<file path="src/rtl/adc_cfg_pkg.sv">
// Purpose: Constants for the converter configuration register bank
// Assumes: APB slave with 32-bit data, one aligned word per register
// Notes: Printed offsets are register indexes; byte address is four times the index
package adc_cfg_pkg;
    localparam int REG_COUNT = 15;
    localparam logic [3:0] IDX_CHANNEL_SELECT_BURNOUT = 4'h0;
    localparam logic [3:0] IDX_MIDSUPPLY_BIAS_ENABLE = 4'h1;
    localparam logic [3:0] IDX_REFERENCE_MONITOR_CONTROL = 4'h2;
    localparam logic [3:0] IDX_GAIN_RATE_CONTROL = 4'h3;
    localparam logic [3:0] IDX_OFFSET_COEFF_LOW = 4'h4;
    localparam logic [3:0] IDX_OFFSET_COEFF_MID = 4'h5;
    localparam logic [3:0] IDX_OFFSET_COEFF_HIGH = 4'h6;
    localparam logic [3:0] IDX_FULLSCALE_COEFF_LOW = 4'h7;
    localparam logic [3:0] IDX_FULLSCALE_COEFF_MID = 4'h8;
    localparam logic [3:0] IDX_FULLSCALE_COEFF_HIGH = 4'h9;
    localparam logic [3:0] IDX_REVISION_READY_CURRENT_LEVEL = 4'hA;
    localparam logic [3:0] IDX_CURRENT_OUTPUT_ROUTING = 4'hB;
    localparam logic [3:0] IDX_PIN_FUNCTION_SELECT = 4'hC;
    localparam logic [3:0] IDX_PIN_DIRECTION_CONTROL = 4'hD;
    localparam logic [3:0] IDX_PIN_LEVEL_VALUE = 4'hE;
    localparam logic [3:0] IDX_LAST = 4'hE;
    // Reset values
    localparam logic [7:0] RST_CHANNEL_SELECT_BURNOUT = 8'h01;
    localparam logic [7:0] RST_MIDSUPPLY_BIAS_ENABLE = 8'h00;
    localparam logic [7:0] RST_REFERENCE_MONITOR_CONTROL = 8'h00;
    localparam logic [7:0] RST_OTHER = 8'h00;
    // Field positions
    localparam int BURNOUT_LSB = 6;
    localparam int POS_SEL_LSB = 3;
    localparam int NEG_SEL_LSB = 0;
    localparam int OSC_FLAG_BIT = 7;
    localparam int REF_POWER_LSB = 5;
    localparam int REF_INPUT_LSB = 3;
    localparam int MONITOR_LSB = 0;
    localparam int GAIN_LSB = 4;
    localparam int RATE_LSB = 0;
    localparam logic [2:0] MONITOR_NORMAL = 3'h0;
    localparam logic [2:0] MONITOR_OFFSET = 3'h1;
    localparam logic [3:0] REVISION_ID = 4'h5; // Arbitrary value
    localparam logic [31:0] READ_ZERO = 32'h0000_0000;
    typedef enum logic [1:0] {
        BURNOUT_OFF,
        BURNOUT_HALF_UA,
        BURNOUT_TWO_UA,
        BURNOUT_TEN_UA
    } burnout_type;
endpackage

</file>
<file path="src/rtl/adc_config_register_bank.sv">
// Purpose: APB register bank for a delta-sigma converter front end
// Assumes: 250 MHz pclk; ext_osc_active is an asynchronous status level
// Notes: Reads answer after two access cycles; writes after one
//
// Added by the designer: the APB interface to the registers.
`timescale 1ns/10ps
// Operation
// Fifteen byte registers, indexes 00h to 0Eh
// Burnout field maps to off/0.5/2/10 uA
// Positive select routes input of that index
// Negative select routes input, default input one
// Monitor or bias overrides channel selection
// Each bias bit biases input of same index
// Bias register at 01h resets to zero
// Register 02h resets zero, four fields
// Coefficients are 24 bits, low byte first
// Monitor select beats channel and bias
// Oscillator flag read-only, one means external
module adc_config_register_bank
    import adc_cfg_pkg::*;
(
    input wire logic pclk,
    input wire logic presetn,
    input wire logic psel,
    input wire logic penable,
    input wire logic pwrite,
    input wire logic [31:0] paddr,
    input wire logic [31:0] pwdata,
    output logic [31:0] prdata,
    output logic pready,
    output logic pslverr,
    input wire logic ext_osc_active,
    output logic [1:0] burnout_current_level,
    output logic [2:0] positive_input_select,
    output logic [2:0] negative_input_select,
    output logic routing_normal,
    output logic [7:0] midsupply_bias_bits,
    output logic [2:0] monitor_source_select,
    output logic [1:0] reference_power_control,
    output logic [1:0] reference_input_select,
    output logic [2:0] gain_select,
    output logic [3:0] output_rate_select,
    output logic [23:0] offset_coefficient,
    output logic [23:0] fullscale_coefficient,
    output logic ready_pin_mode,
    output logic [2:0] current_magnitude,
    output logic [7:0] current_output_route,
    output logic [7:0] pin_function,
    output logic [7:0] pin_direction,
    output logic [7:0] pin_level
);
    // Decode helpers
    function automatic logic addr_valid(input logic [31:0] a);
        return (a[1:0] == 2'b00) && (a[31:6] == 26'h0) && (a[5:2] <= IDX_LAST);
    endfunction

    function automatic logic [3:0] addr_index(input logic [31:0] a);
        return a[5:2];
    endfunction

    logic osc_meta;
    logic osc_sync;
    logic rd_wait;
    logic wr_en;
    logic [7:0] rd_byte;
    logic [8*REG_COUNT-1:0] flat;
    logic [7:0] wr_byte;
    logic [7:0] r_chan;
    logic [7:0] r_bias;
    logic [7:0] r_mux;
    logic [7:0] r_sys;
    logic [7:0] r_idac;
    logic [2:0] mon;
    logic [2:0] next_pos;
    logic [2:0] next_neg;
    logic [7:0] next_bias;
    logic next_normal;

    // Two-stage synchroniser for the oscillator status level
    always_ff @(posedge pclk or negedge presetn) begin
        if (!presetn) begin
            osc_meta <= 1'b0;
            osc_sync <= 1'b0;
        end else begin
            osc_meta <= ext_osc_active;
            osc_sync <= osc_meta;
        end
    end

    // Write strobe in the access phase; status bit is never stored
    always_comb begin
        wr_en = psel && penable && pwrite && addr_valid(paddr);
        wr_byte = pwdata[7:0];
        if (addr_index(paddr) == IDX_REFERENCE_MONITOR_CONTROL) begin
            wr_byte[OSC_FLAG_BIT] = 1'b0;
        end
    end

    adc_reg_store store (
        .pclk(pclk),
        .presetn(presetn),
        .wr_en(wr_en),
        .wr_idx(addr_index(paddr)),
        .wr_data(wr_byte),
        .rd_idx(addr_index(paddr)),
        .rd_data(rd_byte),
        .flat(flat)
    );

    assign r_chan = flat[8*IDX_CHANNEL_SELECT_BURNOUT +: 8];
    assign r_bias = flat[8*IDX_MIDSUPPLY_BIAS_ENABLE +: 8];
    assign r_mux = flat[8*IDX_REFERENCE_MONITOR_CONTROL +: 8];
    assign r_sys = flat[8*IDX_GAIN_RATE_CONTROL +: 8];
    assign r_idac = flat[8*IDX_REVISION_READY_CURRENT_LEVEL +: 8];
    assign mon = r_mux[MONITOR_LSB +: 3];

    // APB handshake: reads wait one cycle for the registered store
    always_ff @(posedge pclk or negedge presetn) begin
        if (!presetn) begin
            rd_wait <= 1'b0;
            pready <= 1'b0;
            pslverr <= 1'b0;
            prdata <= READ_ZERO;
        end else begin
            pready <= 1'b0;
            pslverr <= 1'b0;
            if (psel && penable && !pready) begin
                if (pwrite || !addr_valid(paddr)) begin
                    pready <= 1'b1;
                    pslverr <= !addr_valid(paddr);
                    prdata <= READ_ZERO;
                end else if (!rd_wait) begin
                    rd_wait <= 1'b1;
                end else begin
                    rd_wait <= 1'b0;
                    pready <= 1'b1;
                    prdata <= {24'h000000, rd_byte};
                    if (addr_index(paddr) == IDX_REFERENCE_MONITOR_CONTROL) begin
                        prdata[OSC_FLAG_BIT] <= osc_sync;
                    end
                    if (addr_index(paddr) == IDX_REVISION_READY_CURRENT_LEVEL) begin
                        prdata[7:4] <= REVISION_ID;
                    end
                end
            end
        end
    end

    // Effective input routing: monitor first, then bias, then channel fields
    always_comb begin
        next_pos = r_chan[POS_SEL_LSB +: 3];
        next_neg = r_chan[NEG_SEL_LSB +: 3];
        next_bias = r_bias;
        next_normal = 1'b1;
        if (mon != MONITOR_NORMAL) begin
            next_bias = 8'h00;
            next_normal = 1'b0;
        end else if (r_bias != 8'h00) begin
            next_normal = 1'b0;
        end
    end

    // Registered control outputs
    always_ff @(posedge pclk or negedge presetn) begin
        if (!presetn) begin
            burnout_current_level <= 2'b00;
            positive_input_select <= 3'h0;
            negative_input_select <= 3'h1;
            routing_normal <= 1'b1;
            midsupply_bias_bits <= 8'h00;
            monitor_source_select <= 3'h0;
            reference_power_control <= 2'b00;
            reference_input_select <= 2'b00;
            gain_select <= 3'h0;
            output_rate_select <= 4'h0;
            offset_coefficient <= 24'h000000;
            fullscale_coefficient <= 24'h000000;
            ready_pin_mode <= 1'b0;
            current_magnitude <= 3'h0;
            current_output_route <= 8'h00;
            pin_function <= 8'h00;
            pin_direction <= 8'h00;
            pin_level <= 8'h00;
        end else begin
            burnout_current_level <= r_chan[BURNOUT_LSB +: 2];
            positive_input_select <= next_pos;
            negative_input_select <= next_neg;
            routing_normal <= next_normal;
            midsupply_bias_bits <= next_bias;
            monitor_source_select <= mon;
            reference_power_control <= r_mux[REF_POWER_LSB +: 2];
            reference_input_select <= r_mux[REF_INPUT_LSB +: 2];
            gain_select <= r_sys[GAIN_LSB +: 3];
            output_rate_select <= r_sys[RATE_LSB +: 4];
            offset_coefficient <= flat[8*IDX_OFFSET_COEFF_LOW +: 24];
            fullscale_coefficient <= flat[8*IDX_FULLSCALE_COEFF_LOW +: 24];
            ready_pin_mode <= r_idac[3];
            current_magnitude <= r_idac[2:0];
            current_output_route <= flat[8*IDX_CURRENT_OUTPUT_ROUTING +: 8];
            pin_function <= flat[8*IDX_PIN_FUNCTION_SELECT +: 8];
            pin_direction <= flat[8*IDX_PIN_DIRECTION_CONTROL +: 8];
            pin_level <= flat[8*IDX_PIN_LEVEL_VALUE +: 8];
        end
    end

    // Checks
    AST_UNMAPPED_ERR: assert property (@(posedge pclk) disable iff (!presetn)
        psel && penable && !pready && !addr_valid(paddr) |=> pready && pslverr)
        else $error("unmapped access not flagged");
    AST_BURNOUT_MAP: assert property (@(posedge pclk) disable iff (!presetn)
        burnout_current_level == $past(r_chan[7:6]))
        else $error("burnout level mismatch");
    AST_POS_ROUTE: assert property (@(posedge pclk) disable iff (!presetn)
        positive_input_select == $past(r_chan[5:3]))
        else $error("positive select mismatch");
    AST_NEG_ROUTE: assert property (@(posedge pclk) disable iff (!presetn)
        negative_input_select == $past(r_chan[2:0]))
        else $error("negative select mismatch");
    AST_OVERRIDE: assert property (@(posedge pclk) disable iff (!presetn)
        (mon != MONITOR_NORMAL || r_bias != 8'h00) |=> !routing_normal)
        else $error("override not applied");
    AST_BIAS_PASS: assert property (@(posedge pclk) disable iff (!presetn)
        mon == MONITOR_NORMAL |=> midsupply_bias_bits == $past(r_bias))
        else $error("bias bits mismatch");
    AST_MONITOR_WINS: assert property (@(posedge pclk) disable iff (!presetn)
        mon != MONITOR_NORMAL |=> midsupply_bias_bits == 8'h00)
        else $error("monitor did not suppress bias");
    AST_OSC_RO: assert property (@(posedge pclk) disable iff (!presetn)
        r_mux[OSC_FLAG_BIT] == 1'b0)
        else $error("oscillator flag stored");
    AST_COEFF: assert property (@(posedge pclk) disable iff (!presetn)
        offset_coefficient[7:0] == $past(flat[39:32]))
        else $error("offset low byte mismatch");

    // Bus handshake timing and refusal checks
    AST_WRITE_ANSWER: assert property (@(posedge pclk) disable iff (!presetn)
        psel && penable && !pready && pwrite
        |=> pready)
        else $error("write not answered in one cycle");

    AST_READ_WAIT: assert property (@(posedge pclk) disable iff (!presetn)
        psel && penable && !pready && !pwrite && addr_valid(paddr) && !rd_wait
        |=> !pready)
        else $error("read answered without wait state");

    AST_READ_ANSWER: assert property (@(posedge pclk) disable iff (!presetn)
        psel && penable && !pready && !pwrite && rd_wait
        |=> pready)
        else $error("read not answered after wait state");

    AST_READY_PULSE: assert property (@(posedge pclk) disable iff (!presetn)
        pready
        |=> !pready)
        else $error("ready held longer than one cycle");

    AST_ERR_WITH_READY: assert property (@(posedge pclk) disable iff (!presetn)
        pslverr
        |-> pready)
        else $error("error flag without ready");

    AST_READ_UPPER_ZERO: assert property (@(posedge pclk) disable iff (!presetn)
        pready
        |-> prdata[31:8] == 24'h000000)
        else $error("upper read data not zero");

    AST_MAPPED_NO_ERR: assert property (@(posedge pclk) disable iff (!presetn)
        psel && penable && !pready && addr_valid(paddr)
        |=> !pslverr)
        else $error("mapped access flagged as error");

    AST_IGNORED_WRITE: assert property (@(posedge pclk) disable iff (!presetn)
        psel && penable && pwrite && !addr_valid(paddr)
        |=> $stable(flat))
        else $error("refused write changed storage");

    AST_WRITE_LANDS: assert property (@(posedge pclk) disable iff (!presetn)
        wr_en
        |=> flat[8*$past(addr_index(paddr)) +: 8] == $past(wr_byte))
        else $error("write did not land");

    // Read view of status and revision bits
    AST_OSC_READ: assert property (@(posedge pclk) disable iff (!presetn)
        pready && !pwrite && !pslverr && addr_index(paddr) == IDX_REFERENCE_MONITOR_CONTROL
        |-> prdata[OSC_FLAG_BIT] == $past(osc_sync))
        else $error("oscillator flag not read back");

    AST_REVISION_READ: assert property (@(posedge pclk) disable iff (!presetn)
        pready && !pwrite && !pslverr && addr_index(paddr) == IDX_REVISION_READY_CURRENT_LEVEL
        |-> prdata[7:4] == REVISION_ID)
        else $error("revision nibble not read back");

    // Control outputs follow register contents one cycle late
    AST_REF_POWER: assert property (@(posedge pclk) disable iff (!presetn)
        reference_power_control
        == $past(r_mux[6:5]))
        else $error("reference power mismatch");

    AST_REF_INPUT: assert property (@(posedge pclk) disable iff (!presetn)
        reference_input_select
        == $past(r_mux[4:3]))
        else $error("reference input mismatch");

    AST_MONITOR_PASS: assert property (@(posedge pclk) disable iff (!presetn)
        monitor_source_select
        == $past(mon))
        else $error("monitor select mismatch");

    AST_OFFSET_FULL: assert property (@(posedge pclk) disable iff (!presetn)
        offset_coefficient
        == $past(flat[55:32]))
        else $error("offset coefficient mismatch");

    AST_FULLSCALE_FULL: assert property (@(posedge pclk) disable iff (!presetn)
        fullscale_coefficient
        == $past(flat[79:56]))
        else $error("full-scale coefficient mismatch");

    AST_NORMAL_ROUTE: assert property (@(posedge pclk) disable iff (!presetn)
        mon == MONITOR_NORMAL && r_bias == 8'h00
        |=> routing_normal)
        else $error("normal routing not restored");

    AST_GAIN_PASS: assert property (@(posedge pclk) disable iff (!presetn)
        gain_select
        == $past(r_sys[6:4]))
        else $error("gain select mismatch");

    AST_RATE_PASS: assert property (@(posedge pclk) disable iff (!presetn)
        output_rate_select
        == $past(r_sys[3:0]))
        else $error("rate select mismatch");

    AST_READY_MODE_PASS: assert property (@(posedge pclk) disable iff (!presetn)
        ready_pin_mode
        == $past(r_idac[3]))
        else $error("ready pin mode mismatch");

    AST_MAGNITUDE_PASS: assert property (@(posedge pclk) disable iff (!presetn)
        current_magnitude
        == $past(r_idac[2:0]))
        else $error("current magnitude mismatch");

    AST_ROUTE_PASS: assert property (@(posedge pclk) disable iff (!presetn)
        current_output_route
        == $past(flat[95:88]))
        else $error("current route mismatch");

    AST_PIN_FUNC_PASS: assert property (@(posedge pclk) disable iff (!presetn)
        pin_function
        == $past(flat[103:96]))
        else $error("pin function mismatch");

    AST_PIN_DIR_PASS: assert property (@(posedge pclk) disable iff (!presetn)
        pin_direction
        == $past(flat[111:104]))
        else $error("pin direction mismatch");

    AST_PIN_LEVEL_PASS: assert property (@(posedge pclk) disable iff (!presetn)
        pin_level
        == $past(flat[119:112]))
        else $error("pin level mismatch");
endmodule

</file>
<file path="src/rtl/adc_reg_store.sv">
// Purpose: Byte register storage with registered read data
// Assumes: One write port and one read port on pclk
// Notes: Reset values come from the package
`timescale 1ns/10ps
module adc_reg_store
    import adc_cfg_pkg::*;
(
    input wire logic pclk,
    input wire logic presetn,
    input wire logic wr_en,
    input wire logic [3:0] wr_idx,
    input wire logic [7:0] wr_data,
    input wire logic [3:0] rd_idx,
    output logic [7:0] rd_data,
    output logic [8*REG_COUNT-1:0] flat
);
    logic [7:0] mem [REG_COUNT];

    // Storage with documented reset values
    always_ff @(posedge pclk or negedge presetn) begin
        if (!presetn) begin
            for (int i = 0; i < REG_COUNT; i++) begin
                mem[i] <= RST_OTHER;
            end
            mem[IDX_CHANNEL_SELECT_BURNOUT] <= RST_CHANNEL_SELECT_BURNOUT;
        end else if (wr_en && wr_idx <= IDX_LAST) begin
            mem[wr_idx] <= wr_data;
        end
    end

    // Registered read port
    always_ff @(posedge pclk or negedge presetn) begin
        if (!presetn) begin
            rd_data <= 8'h00;
        end else if (rd_idx <= IDX_LAST) begin
            rd_data <= mem[rd_idx];
        end else begin
            rd_data <= 8'h00;
        end
    end

    // Flattened view for routing logic
    always_comb begin
        for (int i = 0; i < REG_COUNT; i++) begin
            flat[8*i +: 8] = mem[i];
        end
    end
endmodule

</file>
<file path="config.mk">
export PLATFORM = sky130hd
export DESIGN_NAME = adc_config_register_bank
export DESIGN_NICKNAME = d
export VERILOG_FILES = /design/src/rtl/adc_cfg_pkg.sv /design/src/rtl/adc_config_register_bank.sv /design/src/rtl/adc_reg_store.sv
export SDC_FILE = /design/constraint.sdc
export NUM_CORES = 1
export LEC_CHECK = 0
export BUFFER_PORTS_ARGS = -buffer_cell sky130_fd_sc_hd__buf_2
export CAP_MARGIN = 5
export CORE_UTILIZATION = 40
export CTS_CLUSTER_SIZE = 20
export DETAILED_ROUTE_END_ITERATION = 8
export PLACE_DENSITY = 0.69
export SYNTH_ARGS = -nofsm -noshare
export SYNTH_HDL_FRONTEND = slang
export SYNTH_SLANG_ARGS = --single-unit
export TNS_END_PERCENT = 5
</file>
<file path="constraint.sdc">
create_clock -name pclk -period 1.9 [get_ports pclk]
set_input_delay 0.19 -clock pclk [delete_from_list [all_inputs] [get_ports pclk]]
set_output_delay 0.19 -clock pclk [all_outputs]
set_load 0.005 [all_outputs]
</file>
==> out/results.ini, run 1 <==
[die]
start_util_pct=41.2
pin_count=219
dieWidth_um=158
die_h_um=158
placementRows=56
fp.dieArea_sq_mm=0.0251
core_sq_mm=0.0238

[place]
dpl_cell_area_sq_mm=0.0113
gp_congestion=0.800
numPortBuffers=170
hpwl_mm=16.0
place_worst_setup_slack_ns=-0.174
dp_cells=1088

[power]
clkPwrFrac_pct=47.0
p_switching_mw=2.30
switching_share_pct=20.8
peakVddDrop_v=0.000637
p_leak_nw=6.47
p_int_mw=8.75
power_mw=11.1
pwr-share-seq_pct=49.4
combPwrFrac_pct=3.6
p_per_area_mw_per_mm2=904

[detailed_routing]
ant_nets=0
routed_via_density=4.96
post-route-drc-count=0
wl_mm=22.8
vias=5639
drt_pass1_iterations=4
route.detailed.wl_per_inst_um=20.1
drt_iter0_markers=307

[logic_synthesis]
synth-adder-area-share_pct=0
synth_compound_area_share_pct=2.01
muxShareOfSynthArea_pct=22.0
synth_edf_count=0
synthSimpleGateAreaFrac_pct=6.74
synth_top_family_by_area=multiplexers
synth-xor-area-share_pct=0.0896
synth-seq-area-share_pct=65.6
syn_avg_cell_area_sq_um=16.9
synth.distinct_cells=40
syn_area_sq_mm=0.00978
ys.flop_type=dfrtp_1
synth-async-reset-ratio_pct=100
postSynthCellCount=580
ys_ff_latch=256
ys.warnings.count=0

[final_layout]
layout_common_cells=dfrtp_1 (253), buf_2 (169), mux2_2 (119), buf_4 (34), mux4_2 (32)
areaGrowthSynthToFinish_pct=25.0
final_cell_count_no_fill=1136
layout_commonest_cell=dfrtp_1
drive_above_1_share_pct=52.5
stdcell_area_sq_mm=0.0122
antenna_cells=0
layout.nets=869
fin_util_pct=51.5

[clock_tree]
clock-sinks=256
clock_latency_ns=0.52
ctsResizeCount=0
cts_buffers=26
clk_pin_slew_worst_paths_ns=0.06
htree_levels=1
cts_tree=done
postCtsSetupRepairBufs=0
clock-root-buffer=clkbuf_16
cts_hold_buf=2
cts_buffer_depth=3

[worst_hold_path]
hold_class=in2reg
hold_start=pwrite

[setup_path]
cp-start-kind=input port
end_kind=flop
path_class=in2reg
crit_start=paddr[14]
crit_required_ns=2.29
critPathArrivalTime_ns=1.97
crit_fanout=18
reg2reg_from=store.flat[91]

[timing]
timing.final.crit_share_pct=82.7
hold_viol=0
layout_setup_ws_ns=0.329
max-slew-margin-rel_pct=55.6
whs_ns=0.0544
fin_crit_ns=1.57
finalSetupTns_ns=0
fmax_ghz=0.636
tightest_slew_ns=0.661
clock_skew_ns=0.0166
rsz0062_at_grt=no
setup_viol=0
drv_slew=0

[flow_run]
drv_cap=0

[global_route]
antenna_found_initial=0
grt-ovfl-total=0
grt_pass1_vias=5692
grt_use_total_pct=18.6
grt_max_degree=78
grt_pass1_wl_mm=34.5

[run_status]
status=finished, final reports clean

[final cells by class]
type | instances | area, sq um
clock buffer | 41 | 808
clock inverter | 5 | 80.1
fill | 1949 | 11500
inverter | 7 | 26.3
multi-input combinational | 289 | 3110
sequential | 256 | 6410
tap | 319 | 399
timing repair buffer | 219 | 1400
[final timing paths]
| path | cells past startpoint | slack [ns] | endpoint |
|---|---|---|---|
| setup / recovery | 7 | 0.33 | store.flat[94] |
| hold / removal | 3 | 0.05 | prdata[5] |
| setup reg to reg | 2 | 0.33 | store.rd_data[3] |
| hold reg to reg | 0 | 0.36 | osc_sync |
| max in group asynchronous | 3 | 1.12 | prdata[4] |
| min in group asynchronous | 2 | 0.11 | current_output_route[2] |
[power by group through the flow]
stage / combinational [mW] / sequential, mW / clock, mW
floorplan: 0.177 / 5.56 / 0
global placement: 0.399 / 5.56 / 0
detailed placement: 0.404 / 5.56 / 0
CTS: 0.407 / 5.46 / 5.30
global route: 0.448 / 5.46 / 5.50
finish: 0.399 / 5.46 / 5.20
[logic make-up after synthesis]
kind of cell    count (synthesis)
compound gates                 28
xor+xnor                        1
buf+inv                        58
flops                         256
mux                           160
other cells                     1
simple gates                   76
[Yosys cell counts (2+ instances only)]
library cell	count	share of area, %
a22o_1	7	0.63
and2_1	10	0.64
buf_2	5	0.26
buf_4	25	1.9
buf_6	4	0.46
clkbuf_1	16	0.61
dfrtp_1	253	65
dfstp_2	3	0.81
inv_1	7	0.27
mux2_2	119	14
mux2i_1	9	0.92
mux4_2	32	7.4
nand2_1	14	0.54
nand3_1	3	0.15
nand3b_1	3	0.23
nand4_1	4	0.26
nor2_1	2	0.077
nor2b_1	5	0.32
nor3_1	2	0.10
nor4_1	10	0.64
nor4_4	14	3.0
o211ai_1	2	0.15
o21ai_0	10	0.51
o2bb2ai_1	5	0.45
[sequential cells by signal, summed over array words and instances (netlist names), 3 cells and up]
signal,flops
positive_input_select,3
prdata,8
current_magnitude,3
store.rd_data,8
pin_function,8
negative_input_select,3
pin_level,8
midsupply_bias_bits,8
monitor_source_select,3
pin_direction,8
gain_select,3
store.flat,120
fullscale_coefficient,24
current_output_route,8
offset_coefficient,24
output_rate_select,4
[worst max-delay path: stages]
cell and delay [ns]:
buf_2 0.09, nor4_1 0.31, nand4_1 0.21, buf_12 0.22, nor4_4 0.32, buf_4 0.23
mux2_2 0.35
[layer usage]
layer	wire length [um]	up-vias	global-route usage, %
li1	-	2491	-
met1	10400	2913	27.4
met2	10600	203	28.8
met3	1450	32	3.08
met4	373	0	4.21
met5	0	-	0
Note: power is estimated with default switching activity, not from simulation.
==> run 2: changes to the inputs <==
- ABC_AREA: unset -> 1
- PLACE_DENSITY: 0.69 -> 0.71
- clock period: 1.9 -> 1.3 ns (I/O delays scaled with it)
==> out/results.ini, run 2 <==
[logic_synthesis]
syn_avg_cell_area_sq_um=9.70
yosysTopAreaCell=dfrtp_1
ys.warnings.count=0
synth-async-reset-ratio_pct=100
yosysMostFrequentCell=nand2_1
netlist_top_cells_count=nand2_1 (413), dfrtp_1 (253), nand3_1 (90)
synth.distinct_cells=20
ys_ff_latch=256
synth-seq-area-share_pct=66.2
synth_area_leaders=dfrtp_1 (65%), nand2_1 (16%), nand3_1 (4.6%)
post-synth-top-area-fraction_pct=65.3
ys.flop_type=dfrtp_1
synth_edf_count=0
postSynthCellCount=999
syn_area_sq_mm=0.00969

[flow_run]
drv_cap=0

[global_route]
antenna_found_initial=0
grt_pass1_vias=7503
grt_pass1_wl_mm=40.9
grt-ovfl-total=0
grt_max_degree=66
grt_use_total_pct=21.8

[timing]
rsz0062_at_grt=yes
setup_viol=0
timing.final.crit_share_pct=97.6
clock_skew_ns=0.0212
drv_slew=0
hold_viol=0
tightest_slew_ns=0.505
max-slew-margin-rel_pct=66.4
fmax_ghz=0.789
fin_crit_ns=1.27
layout_setup_ws_ns=0.0318
whs_ns=0.0316

[run_status]
status=finished, final reports clean

[power]
p_leak_nw=7.19
power_mw=16.6
p_per_area_mw_per_mm2=1330
peakVddDrop_v=0.000899

[final_layout]
largest_reg_flops=120
antenna_cells=0
drive_above_1_share_pct=26.1
areaGrowthSynthToFinish_pct=28.8
final_cell_count_no_fill=1601
layout_commonest_cell=nand2_1
layout_common_cells=nand2_1 (409), dfrtp_1 (253), buf_2 (167), nand3_1 (90), buf_4 (82)
layout.nets=1333

[setup_path]
crit_start=routing_normal
end_kind=primary output
path_class=reg2out
crit_required_ns=1.17
reg2reg_setup_slack_ns=0.08
slowest_delay_ns=0.53
cp_cell_sequence=buf_6
critical_path.top_delay_family=flip-flops
r2r_end=store.rd_data[0]
critPathArrivalTime_ns=1.14
cp-start-kind=flop
cp_num_buf_inv=1
reg2reg_from=store.flat[96]
crit_fanout=1
cpMaxStageDelayCell=dfstp_2
crit_cells=1
r2r_cells=4
crit_end=routing_normal

[place]
gp_congestion=0.951
dp_cells=1550
numPortBuffers=170
place_worst_setup_slack_ns=-0.410
hpwl_mm=18.5

[clock_tree]
cts_buffer_depth=3
htree_levels=1
clock-root-buffer=clkbuf_16
clock_latency_ns=0.54
cts_tree=done
clock-sinks=256
cts_buffers=26
clk_pin_slew_worst_paths_ns=0.06

[detailed_routing]
routed_via_density=4.88
route.detailed.wl_per_inst_um=16.5
vias=7805
drt_pass1_iterations=5
drt_iter0_markers=631
wl_mm=26.4
post-route-drc-count=0
ant_nets=0

[die]
die_h_um=158
placementRows=56
fp.dieArea_sq_mm=0.0249
core_sq_mm=0.0236
dieWidth_um=158
pin_count=219
start_util_pct=41.0

[worst_hold_path]
hold_class=in2async

run 2: timing repair:
item / CTS / global route
endpoints found under the hold margin: 257 / 0
hold buffers: 4 / 0
setup endpoints to repair: 0 / 34
gates resized for setup: 0 / 7
buffers inserted: 0 / 0
run 2: where the power goes:
group          total [mW]  internal, mW  leakage (nW)  switching [mW]
sequential           7.98          7.97          3.56         0.00198
clock                7.88          4.74         0.436            3.14
combinational       0.711         0.224          3.19           0.487
run 2: how the worst min path moves through the flow:
stage,from,to,slack (ns),cells past startpoint
finish,presetn,store.flat[54],0.03,2
global route,pwdata[5],store.flat[21],0.03,3
CTS,pwdata[2],store.flat[114],0.01,3
detailed placement,presetn,store.flat[49],-0.006,1
global placement,presetn,store.flat[54],-0.002,1
floorplan,presetn,burnout_current_level[0],-0.17,0
run 2: through the flow:
| stage | utilization [%] | area (sq um) | TNS [ns] |
|---|---|---|---|
| after floorplan | - | 9780 | 0 |
| after global placement | 48.7 | 11500 | -45.98 |
| after detailed placement | 48.7 | 11500 | -46.54 |
| after CTS | 52.8 | 12500 | 0 |
| after global routing | 52.9 | 12500 | -0.122 |
| final | 52.9 | 12500 | 0 |
run 2: metal layers:
layer  wire, um  up-vias  share of wire (%)  GRT usage, %
met2      12500      318                 47          35.4
met5          0        -                  0             0
li1           -     3677                  -             -
met4        675        0                2.6          6.93
met1      11500     3757                 43          30.0
met3       1760       53                6.7          3.31
run 2: logic make-up after synthesis:
kind of cell,after synthesis,share of synthesized area (%)
and+or+nand+nor,587,24.8
DFF,256,66.2
buffers and inverters,99,5.07
AOI/OAI and AO/OA,56,3.93
other,1,0.0387
run 2: final cells by class:
cell class / instances / area [sq um]
fillers: 2148 / 11100
flip-flops and latches: 256 / 6410
multi-input cells: 667 / 2880
repair buffers: 264 / 1690
clock buffers: 29 / 672
well taps: 319 / 399
clock inverters: 18 / 246
inverters: 48 / 180
